<file path="src/design/ebpc_pkg.sv">
package ebpc_pkg;
  // Printed register indices (byte address is four times the index)
  localparam logic [7:0] IDX_PORT_A_DATA = 8'h00;
  localparam logic [7:0] IDX_PORT_B_DATA = 8'h01;
  localparam logic [7:0] IDX_PORT_A_DIR = 8'h02;
  localparam logic [7:0] IDX_PORT_B_DIR = 8'h03;
  localparam logic [7:0] IDX_PORT_E_DATA = 8'h08;
  localparam logic [7:0] IDX_PORT_E_DIR = 8'h09;
  localparam logic [7:0] IDX_BUS_MISC = 8'h13;
  localparam logic [7:0] IDX_MODE_CTRL = 8'h0b;
  localparam logic [7:0] IDX_PULL_CTRL = 8'h0c;
  localparam logic [7:0] IDX_STATUS = 8'h20;
  // Misc control field positions
  localparam int MISC_LARGE_FLASH = 0;
  localparam int MISC_SMALL_FLASH = 1;
  localparam int MISC_EXT_STR_LO = 2;
  localparam int MISC_FR_STR_LO = 4;
  localparam int MISC_NARROW = 6;
  // Reset values of misc control by mode group
  localparam logic [7:0] MISC_RST_EXP = 8'h0c;
  localparam logic [7:0] MISC_RST_SC = 8'h0f;
  // Port E direction: only bits 7..2 are writable
  localparam logic [7:0] PE_DIR_MASK = 8'hfc;
  localparam logic [7:0] PE_DIR_RST = 8'h00;
  localparam logic [7:0] PORT_RST = 8'h00;
  // Mode control bit positions
  localparam int MODE_EMULATE_E = 0;
  // Register-following region: index 0x200..0x3ff bytes of the 2K block
  localparam logic [15:0] FOLLOW_BASE = 16'h0200;
  localparam logic [15:0] FOLLOW_LAST = 16'h03ff;
  localparam logic [15:0] EXP_REG_LAST = 16'h000f;
  // Operating modes
  typedef enum logic [2:0] {
    MODE_SINGLE_CHIP = 3'b000,
    MODE_EXP_NARROW = 3'b001,
    MODE_PERIPHERAL = 3'b010,
    MODE_EXP_WIDE = 3'b011
  } ebpc_mode_type;
  // External cycle sequencer
  typedef enum logic [1:0] {
    ST_IDLE = 2'b00,
    ST_ADDR = 2'b01,
    ST_STRETCH = 2'b10,
    ST_DATA = 2'b11
  } ebpc_state_type;
endpackage

</file>
<file path="src/design/ebpc_top.sv">
`timescale 1ns/1ns
// What this block does
// Follow region stretch of 0 to 3 E clocks
// Follow stretch applies in narrow or wide
// External stretch 0 to 3, ignored otherwise
// Two flash enable bits map the arrays
// Strobe and A0 high only for RAM misaligned
// Byte access: strobe and A0 by parity
// Word access: even low, swapped both high
// Peripheral mode drops first 16 expansion registers
// Expanded modes drop ports A, B registers
// Expanded with emulate bit drops port E
// Port E data absent peripheral or emulated
// Port A carries high address and data
// Port B carries low address, data if wide
// Direction bit zero input, one output
// Port E alternates chosen by assignment register
// One bit enables port E control pull-ups
// Port E direction bits 1:0 read zero
// Internal 16-bit, external 8 or 16 bits
// Designer may put byte devices in follow region
// Narrow follow region passes data via port A
// Stretch extends E high before completing
module ebpc_top #(
  parameter int ADDR_W = 12
) (
  input wire logic ref_clk,
  input wire logic nrst,
  // APB slave
  input wire logic psel,
  input wire logic penable,
  input wire logic pwrite,
  input wire logic [ADDR_W-1:0] paddr,
  input wire logic [31:0] pwdata,
  output logic [31:0] prdata,
  output logic pready,
  output logic pslverr,
  // Operating mode strap, sampled every cycle
  input wire logic [2:0] mode_sel,
  // CPU bus request towards the external bus
  input wire logic cpu_req,
  input wire logic cpu_wr,
  input wire logic cpu_word,
  input wire logic cpu_ram,
  input wire logic [15:0] cpu_addr,
  input wire logic [15:0] cpu_wdata,
  input wire logic [15:0] reg_base,
  output logic [15:0] cpu_rdata,
  output logic cpu_done,
  // Memory map decisions
  output logic small_flash_array,
  output logic large_flash_array,
  // Port A and B pins
  input wire logic [7:0] port_a_in,
  output logic [7:0] port_a_out,
  output logic [7:0] port_a_oe_n,
  input wire logic [7:0] port_b_in,
  output logic [7:0] port_b_out,
  output logic [7:0] port_b_oe_n,
  // Port E pins
  input wire logic [7:0] port_e_in,
  output logic [7:0] port_e_out,
  output logic [7:0] port_e_oe_n,
  output logic [7:0] port_e_pull_en,
  input wire logic [7:0] port_e_assignment
);
  initial begin
    if (ADDR_W < 10) begin
      $error("ADDR_W too small");
    end
  end

  ////////////////////////////////////////////////////////////////////////////
  // Reset synchroniser
  logic rst_meta_ff;
  logic rst_sync_ff;
  always_ff @(posedge ref_clk or negedge nrst) begin
    if (!nrst) begin
      rst_meta_ff <= 1'b0;
      rst_sync_ff <= 1'b0;
    end else begin
      rst_meta_ff <= 1'b1;
      rst_sync_ff <= rst_meta_ff;
    end
  end
  wire logic rst_n = rst_sync_ff;

  ////////////////////////////////////////////////////////////////////////////
  // Mode decoding
  ebpc_pkg::ebpc_mode_type mode;
  assign mode = ebpc_pkg::ebpc_mode_type'(mode_sel);
  wire logic is_exp = (mode == ebpc_pkg::MODE_EXP_NARROW) ||
                      (mode == ebpc_pkg::MODE_EXP_WIDE);
  wire logic is_periph = (mode == ebpc_pkg::MODE_PERIPHERAL);
  wire logic is_narrow = (mode == ebpc_pkg::MODE_EXP_NARROW);

  ////////////////////////////////////////////////////////////////////////////
  // Registers
  logic [7:0] port_a_data_ff, port_b_data_ff;
  logic [7:0] port_a_dir_ff, port_b_dir_ff;
  logic [7:0] port_e_data_ff, port_e_dir_ff;
  logic [7:0] misc_ff;
  logic [7:0] mode_ctrl_ff;
  logic pull_e_ff;
  logic misc_init_ff;

  wire logic emulate_port_e_bit = mode_ctrl_ff[ebpc_pkg::MODE_EMULATE_E];
  wire logic [7:0] idx = ((paddr >> 10) == '0) ? paddr[9:2] : '1; // No alias
  wire logic wr_en = psel && penable && pwrite;

  // Map presence of each register
  wire logic ab_mapped = !is_exp && !is_periph;
  wire logic e_mapped = !is_periph && !(is_exp && emulate_port_e_bit);
  wire logic hit_a = ab_mapped && (idx == ebpc_pkg::IDX_PORT_A_DATA);
  wire logic hit_b = ab_mapped && (idx == ebpc_pkg::IDX_PORT_B_DATA);
  wire logic hit_ad = ab_mapped && (idx == ebpc_pkg::IDX_PORT_A_DIR);
  wire logic hit_bd = ab_mapped && (idx == ebpc_pkg::IDX_PORT_B_DIR);
  wire logic hit_e = e_mapped && (idx == ebpc_pkg::IDX_PORT_E_DATA);
  wire logic hit_ed = e_mapped && (idx == ebpc_pkg::IDX_PORT_E_DIR);
  wire logic hit_misc = idx == ebpc_pkg::IDX_BUS_MISC;
  wire logic hit_mode = !is_periph && (idx == ebpc_pkg::IDX_MODE_CTRL);
  wire logic hit_pull = !is_periph && (idx == ebpc_pkg::IDX_PULL_CTRL);
  wire logic hit_stat = idx == ebpc_pkg::IDX_STATUS;
  wire logic hit_any = hit_a || hit_b || hit_ad || hit_bd || hit_e ||
                       hit_ed || hit_misc || hit_mode || hit_pull || hit_stat;

  // Port A/B data and direction
  always_ff @(posedge ref_clk or negedge rst_n) begin
    if (!rst_n) begin
      port_a_data_ff <= ebpc_pkg::PORT_RST;
      port_b_data_ff <= ebpc_pkg::PORT_RST;
      port_a_dir_ff <= ebpc_pkg::PORT_RST;
      port_b_dir_ff <= ebpc_pkg::PORT_RST;
    end else if (wr_en) begin
      if (hit_a) begin
        port_a_data_ff <= pwdata[7:0];
      end else if (hit_b) begin
        port_b_data_ff <= pwdata[7:0];
      end else if (hit_ad) begin
        port_a_dir_ff <= pwdata[7:0];
      end else if (hit_bd) begin
        port_b_dir_ff <= pwdata[7:0];
      end
    end
  end

  // Port E data and direction
  always_ff @(posedge ref_clk or negedge rst_n) begin
    if (!rst_n) begin
      port_e_data_ff <= ebpc_pkg::PORT_RST;
      port_e_dir_ff <= ebpc_pkg::PE_DIR_RST;
    end else if (wr_en) begin
      if (hit_e) begin
        port_e_data_ff <= pwdata[7:0];
      end else if (hit_ed) begin
        port_e_dir_ff <= pwdata[7:0] & ebpc_pkg::PE_DIR_MASK;
      end
    end
  end

  // Misc control: reset value depends on mode, loaded after release
  always_ff @(posedge ref_clk or negedge rst_n) begin
    if (!rst_n) begin
      misc_ff <= ebpc_pkg::MISC_RST_EXP;
      misc_init_ff <= 1'b0;
    end else if (!misc_init_ff) begin
      misc_init_ff <= 1'b1;
      misc_ff <= is_exp ? ebpc_pkg::MISC_RST_EXP : ebpc_pkg::MISC_RST_SC;
    end else if (wr_en && hit_misc) begin
      misc_ff <= pwdata[7:0];
    end
  end

  // Mode control and pull-up enable
  always_ff @(posedge ref_clk or negedge rst_n) begin
    if (!rst_n) begin
      mode_ctrl_ff <= ebpc_pkg::PORT_RST;
      pull_e_ff <= 1'b1;
    end else if (wr_en && hit_mode) begin
      mode_ctrl_ff <= pwdata[7:0];
    end else if (wr_en && hit_pull) begin
      pull_e_ff <= pwdata[4];
    end
  end

  ////////////////////////////////////////////////////////////////////////////
  // APB read and answer: zero wait states
  ebpc_pkg::ebpc_state_type state_ff;
  logic [7:0] rd_mux;
  always_comb begin
    rd_mux = 8'h00;
    if (hit_a) begin
      rd_mux = port_a_data_ff;
    end else if (hit_b) begin
      rd_mux = port_b_data_ff;
    end else if (hit_ad) begin
      rd_mux = port_a_dir_ff;
    end else if (hit_bd) begin
      rd_mux = port_b_dir_ff;
    end else if (hit_e) begin
      rd_mux = (port_e_dir_ff & port_e_data_ff) |
               (~port_e_dir_ff & port_e_in);
    end else if (hit_ed) begin
      rd_mux = port_e_dir_ff & ebpc_pkg::PE_DIR_MASK;
    end else if (hit_misc) begin
      rd_mux = misc_ff;
    end else if (hit_mode) begin
      rd_mux = mode_ctrl_ff;
    end else if (hit_pull) begin
      rd_mux = {3'h0, pull_e_ff, 4'h0};
    end else if (hit_stat) begin
      rd_mux = {3'h0, mode_sel, state_ff};
    end
  end

  always_ff @(posedge ref_clk or negedge rst_n) begin
    if (!rst_n) begin
      prdata <= 32'h0000_0000;
      pready <= 1'b0;
      pslverr <= 1'b0;
    end else begin
      pready <= psel && !penable;
      pslverr <= psel && !penable && !hit_any;
      prdata <= {24'h00_0000, rd_mux};
    end
  end

  ////////////////////////////////////////////////////////////////////////////
  // Flash array enables
  always_ff @(posedge ref_clk or negedge rst_n) begin
    if (!rst_n) begin
      small_flash_array <= 1'b0;
      large_flash_array <= 1'b0;
    end else begin
      small_flash_array <= misc_ff[ebpc_pkg::MISC_SMALL_FLASH];
      large_flash_array <= misc_ff[ebpc_pkg::MISC_LARGE_FLASH];
    end
  end

  ////////////////////////////////////////////////////////////////////////////
  // External cycle sequencer
  function automatic logic in_follow(input logic [15:0] a,
                                     input logic [15:0] base);
    logic [15:0] off;
    off = a - base;
    in_follow = (off >= ebpc_pkg::FOLLOW_BASE) &&
                (off <= ebpc_pkg::FOLLOW_LAST);
  endfunction

  logic [1:0] stretch_cnt_ff;
  logic [15:0] addr_ff, wdata_ff;
  logic wr_ff, word_ff, ram_ff, narrow_ff;
  logic e_clk_ff, strobe_n_ff, rw_ff;
  wire logic follow_hit = in_follow(cpu_addr, reg_base);
  wire logic [1:0] fr_str = misc_ff[ebpc_pkg::MISC_FR_STR_LO +: 2];
  wire logic [1:0] ex_str = misc_ff[ebpc_pkg::MISC_EXT_STR_LO +: 2];
  // Narrow-bus follow region only in wide expanded mode
  wire logic follow_narrow = (mode == ebpc_pkg::MODE_EXP_WIDE) &&
                             misc_ff[ebpc_pkg::MISC_NARROW] && follow_hit;

  always_ff @(posedge ref_clk or negedge rst_n) begin
    if (!rst_n) begin
      state_ff <= ebpc_pkg::ST_IDLE;
      stretch_cnt_ff <= 2'h0;
      addr_ff <= 16'h0000;
      wdata_ff <= 16'h0000;
      wr_ff <= 1'b0;
      word_ff <= 1'b0;
      ram_ff <= 1'b0;
      narrow_ff <= 1'b0;
      cpu_done <= 1'b0;
    end else begin
      cpu_done <= 1'b0;
      case (state_ff)
        ebpc_pkg::ST_IDLE: begin
          if (cpu_req && is_exp) begin
            state_ff <= ebpc_pkg::ST_ADDR;
            addr_ff <= cpu_addr;
            wdata_ff <= cpu_wdata;
            wr_ff <= cpu_wr;
            word_ff <= cpu_word;
            ram_ff <= cpu_ram;
            narrow_ff <= is_narrow || follow_narrow;
            stretch_cnt_ff <= follow_hit ? fr_str : ex_str;
          end
        end
        ebpc_pkg::ST_ADDR: begin
          state_ff <= (stretch_cnt_ff != 2'h0) ? ebpc_pkg::ST_STRETCH
                                               : ebpc_pkg::ST_DATA;
        end
        ebpc_pkg::ST_STRETCH: begin
          // Hold E high one cycle per stretched E clock
          stretch_cnt_ff <= stretch_cnt_ff - 2'h1;
          if (stretch_cnt_ff == 2'h1) begin
            state_ff <= ebpc_pkg::ST_DATA;
          end
        end
        ebpc_pkg::ST_DATA: begin
          state_ff <= ebpc_pkg::ST_IDLE;
          cpu_done <= 1'b1;
        end
        default: state_ff <= ebpc_pkg::ST_IDLE;
      endcase
    end
  end

  // Read data capture; narrow bus returns the byte on port A
  always_ff @(posedge ref_clk or negedge rst_n) begin
    if (!rst_n) begin
      cpu_rdata <= 16'h0000;
    end else if (state_ff == ebpc_pkg::ST_DATA && !wr_ff) begin
      if (narrow_ff) begin
        cpu_rdata <= {8'h00, port_a_in};
      end else begin
        cpu_rdata <= {port_a_in, port_b_in};
      end
    end
  end

  // Bus control: E clock, strobe and read/write
  always_ff @(posedge ref_clk or negedge rst_n) begin
    if (!rst_n) begin
      e_clk_ff <= 1'b0;
      strobe_n_ff <= 1'b1;
      rw_ff <= 1'b1;
    end else begin
      e_clk_ff <= (state_ff == ebpc_pkg::ST_ADDR) ||
                  (state_ff == ebpc_pkg::ST_STRETCH);
      rw_ff <= (state_ff == ebpc_pkg::ST_IDLE) ? 1'b1 : !wr_ff;
      if (state_ff == ebpc_pkg::ST_IDLE) begin
        strobe_n_ff <= 1'b1;
      end else if (word_ff) begin
        // Word: low when aligned, high when swapped or RAM misaligned
        strobe_n_ff <= addr_ff[0] && ram_ff;
      end else begin
        strobe_n_ff <= !addr_ff[0];
      end
    end
  end

  ////////////////////////////////////////////////////////////////////////////
  // Pin drivers for ports A and B
  always_ff @(posedge ref_clk or negedge rst_n) begin
    if (!rst_n) begin
      port_a_out <= 8'h00;
      port_a_oe_n <= 8'hff;
      port_b_out <= 8'h00;
      port_b_oe_n <= 8'hff;
    end else if (is_exp || is_periph) begin
      // Address shows with the address state, so reads meet a released bus
      if (state_ff == ebpc_pkg::ST_IDLE) begin
        port_a_out <= cpu_addr[15:8];
        port_b_out <= cpu_addr[7:0];
      end else if (narrow_ff) begin
        port_a_out <= addr_ff[0] ? wdata_ff[7:0] : wdata_ff[15:8];
        port_b_out <= addr_ff[7:0];
      end else if (ram_ff && addr_ff[0]) begin
        port_a_out <= wdata_ff[7:0];
        port_b_out <= wdata_ff[15:8];
      end else begin
        port_a_out <= wdata_ff[15:8];
        port_b_out <= wdata_ff[7:0];
      end
      port_a_oe_n <= (state_ff != ebpc_pkg::ST_IDLE && !wr_ff) ? 8'hff
                                                               : 8'h00;
      port_b_oe_n <= (state_ff != ebpc_pkg::ST_IDLE && !wr_ff &&
                      !narrow_ff) ? 8'hff : 8'h00;
    end else begin
      port_a_out <= port_a_data_ff;
      port_a_oe_n <= ~port_a_dir_ff;
      port_b_out <= port_b_data_ff;
      port_b_oe_n <= ~port_b_dir_ff;
    end
  end

  // Port E: alternates when assigned in expanded modes, else general purpose
  always_ff @(posedge ref_clk or negedge rst_n) begin
    if (!rst_n) begin
      port_e_out <= 8'h00;
      port_e_oe_n <= 8'hff;
      port_e_pull_en <= 8'h00;
    end else begin
      for (int i = 0; i < 8; i++) begin
        if (port_e_assignment[i] && is_exp) begin
          port_e_oe_n[i] <= (i < 2);
          case (i)
            7: port_e_out[i] <= !e_clk_ff;
            4: port_e_out[i] <= e_clk_ff;
            3: port_e_out[i] <= strobe_n_ff;
            2: port_e_out[i] <= rw_ff;
            default: port_e_out[i] <= port_e_data_ff[i];
          endcase
        end else begin
          port_e_out[i] <= port_e_data_ff[i];
          port_e_oe_n[i] <= !port_e_dir_ff[i];
        end
      end
      // Pull-ups on control pins whose direction bit is clear
      port_e_pull_en <= {8{pull_e_ff}} & 8'h8f &
                        ~(port_e_dir_ff & ebpc_pkg::PE_DIR_MASK);
    end
  end
endmodule

</file>
<file path="config.mk">
export PLATFORM = sky130hd
export DESIGN_NAME = ebpc_top
export DESIGN_NICKNAME = d
export VERILOG_FILES = /design/src/design/ebpc_pkg.sv /design/src/design/ebpc_top.sv
export SDC_FILE = /design/constraint.sdc
export NUM_CORES = 1
export LEC_CHECK = 0
export BUFFER_PORTS_ARGS = -buffer_cell sky130_fd_sc_hd__buf_2
export CORE_UTILIZATION = 26
export CTS_CLUSTER_SIZE = 16
export DETAILED_ROUTE_END_ITERATION = 12
export HOLD_SLACK_MARGIN = 0.1
export PLACE_DENSITY = 0.54
export SLEW_MARGIN = 25
export SYNTH_ARGS = -nofsm -noshare
export SYNTH_HDL_FRONTEND = slang
export SYNTH_SLANG_ARGS = --single-unit
</file>
<file path="constraint.sdc">
create_clock -name ref_clk -period 11.45 [get_ports ref_clk]
set_clock_uncertainty 0.2 [all_clocks]
set_input_delay 1.145 -clock ref_clk [delete_from_list [all_inputs] [get_ports ref_clk]]
set_output_delay 1.145 -clock ref_clk [all_outputs]
set_load 0.05 [all_outputs]
</file>
==> out/qor.yml <==
outcome:
  outcome: "completed"
sta:
  fin_tns_setup_ns: 0
  finalCritPeriodShare: 0.3132
  slew_violations: 0
  max_clock_freq_mhz: 278.8
  period_minus_slack_ns: 3.586
  finalSetupViolCount: 0
  relSlewSlack: 0.3086
  final_hold_viol_count: 0
  rsz0062_at_grt: "no"
  tightest_slew_ns: 1.030
worst_hold_path:
  min_to: "rst_n"
  min_path_type: "flop to flop"
  hold_start: "rst_meta_ff"
  holdPathStages: 0
place:
  io_buffers: 187
  dp.cells: 1404
  dp_hpwl_um: 19230
  globalplace.congestion: 0.8790
clock_network:
  cts_setup_buffers: 0
  ctsResizeCount: 0
  clockBufferDepth: 2
  htree_levels: 4
  cts_inserted_buffers: 17
  cts_hold_buf: 0
  path_clk_slew_ns: 0.07
  cts_sinks: 180
  cts_tree: "yes"
  clock_latency_ns: 0.44
  cts_root_buffer: "clkbuf_16"
cells_and_area:
  num-nets-final: 1139
  syn_to_final_growth_pct: 22.40
  top_regs: "cpu_rdata: 16 flops, wdata_ff: 16 flops"
  drive_gt1_frac: 0.3551
  final_cells: 1438
synthesis:
  ys.flop_type: "dfrtp_1"
  synth_top_cell_area_share: 0.4419
  ys_seq_area_frac: 0.5238
  ys_types: 61
  yosys-top-cells-count: "153 x dfrtp_1, 94 x nand2_1, 84 x mux2_2"
  synthCells: 802
  ys_ff_latch: 180
  yosys.area.top_type: "dfrtp_1"
  synthTopCellsByArea: "dfrtp_1 44%, mux2_2 11%, dfstp_2 8.2%"
  yosysMostFrequentCell: "dfrtp_1"
  syn_area_per_cell_um2: 10.80
  synth_edf_count: 0
  yosys_warnings: 0
  synth.cell_area_um2: 8665
  async_flop_share: 1.000
setup_path:
  end_kind: "flop"
  r2r_start: "state_ff[1]"
  crit_type: "primary input to flop"
  start_kind: "primary input"
  cp.required_ns: 11.57
  crit_family: "compound AO/OA/AOI/OAI gates"
  cp_slowest_stage_delay_ns: 0.40
  r2r_slack_ns: 8.55
  worstPathArrival_ns: 3.70
  ff2ff_path_depth: 8
  path_buf_inv: 2
  cp_max_fo: 3
  crit_slowest_cell: "mux2_2"
  cp_cell_sequence: "buf_2 -> inv_1 -> ha_1 -> fa_1 -> nand2b_1 -> a211oi_1 -> o22ai_1 -> o21ai_0 -> mux2_2 -> o311a_1 -> a221o_1"
  worstReg2RegEnd: "stretch_cnt_ff[0]"
pwr:
  p_seq_frac: 0.389
  peakVddDrop_mv: 0.09616
  power.switching_mw: 0.8952
  p_clk_frac: 0.276
  pwr-share-comb: 0.335
  p_leak_nw: 5.109
  pwr_density_cell_nw_per_um2: 207.7
  switching_share: 0.4063
  internal_power_mw: 1.308
floorplanning:
  start_util: 0.2650
  die_h_um: 184.6
  std_cell_rows: 66
  ios: 245
  core_area_um2: 32700
  die-area_um2: 34060
  die_width_um: 184.6
global_route:
  grt_first_pass_wirelength_um: 39030
  grt-ovfl-total: 0
  grt_max_degree: 70
  track_usage: 0.1545
  antenna_found_initial: 3
  grt_pass1_vias: 6559
detailed_routing:
  ant_nets: 0
  drc: 0
  drt_wl_total_um: 25500
  dr.first_iter.drc_count: 331
  dr_total_vias: 6600
  drtPass1Iterations: 5
  wire_per_inst_um: 17.73
  vias_per_cell: 4.590
flow_run:
  max-cap-violations: 0
==> cells by family after synthesis <==
group / share of synthesized area
fa+ha+maj: 0.03264
flops: 0.5238
buf+inv: 0.05328
compound gates: 0.1313
xor+xnor: 0.005055
simple gates: 0.1158
other cells: 0.0008667
mux: 0.1373
==> stage by stage <==
step	utilization	power [mW]	hold slack (ns)	setup WS [ns]	instance area [µm²]
after CTS	0.3239	2.237	0.1580	7.798	10590
after detailed placement	0.3052	1.621	0.1405	7.330	9980
final	0.3243	2.203	0.1560	7.864	10610
after floorplan	-	1.407	0.1312	5.910	8773
after global placement	0.3048	1.613	0.1358	7.390	9966
after global routing	0.3242	2.335	0.1708	7.691	10600
==> routing by layer <==
layer  wire length [µm]  up-vias  global-route usage
li1                   -     3127                   -
met1              11360     3257              0.2002
met2              12350      183              0.2522
met3               1255       31             0.03339
met4                510        2             0.05500
met5                 13        -                   0
==> placed cells by master, fill, tap and decap left out, drive strengths merged, types with 17 or more instances in the layout <==
cell type and n:
buf 193, mux2i 21, nor2 45, mux2 85
inv 37, nand3 21, clkbuf 17, conb 31
dfstp 27, a21oi 53, nand2 94, ha 21
o21ai 60, dfrtp 153
==> worst max path at each step <==
stage          slack (ns)         from                 to  cells after the start
2_1_floorplan        5.91        rst_n         addr_ff[0]                      0
3_3_place_gp         7.39    paddr[11]          prdata[4]                      8
3_5_place_dp         7.33    paddr[11]          prdata[4]                      8
4_1_cts              7.80    paddr[11]          prdata[4]                      8
5_1_grt              7.69    paddr[11]   port_b_dir_ff[0]                      5
6_report             7.86  cpu_addr[0]  stretch_cnt_ff[1]                     11
==> power by group through the flow <==
| stage | Combinational [mW] | Clock [mW] | Sequential [mW] |
|---|---|---|---|
| after floorplan | 0.354 | 0 | 1.05 |
| after global placement | 0.743 | 0 | 0.869 |
| after detailed placement | 0.751 | 0 | 0.870 |
| after CTS | 0.754 | 0.623 | 0.860 |
| after global routing | 0.811 | 0.647 | 0.877 |
| final | 0.739 | 0.607 | 0.857 |
==> layout make-up <==
type | count | area (µm²)
antenna | 2 | 5.005
timing repair buffer | 193 | 980.9
sequential | 180 | 4542
tap | 442 | 553.0
inverter | 30 | 112.6
clock buffer | 17 | 425.4
fill | 3403 | 22100
clock inverter | 15 | 186.4
multi-input combinational | 559 | 3800
Note: power is estimated with default switching activity, not from simulation.
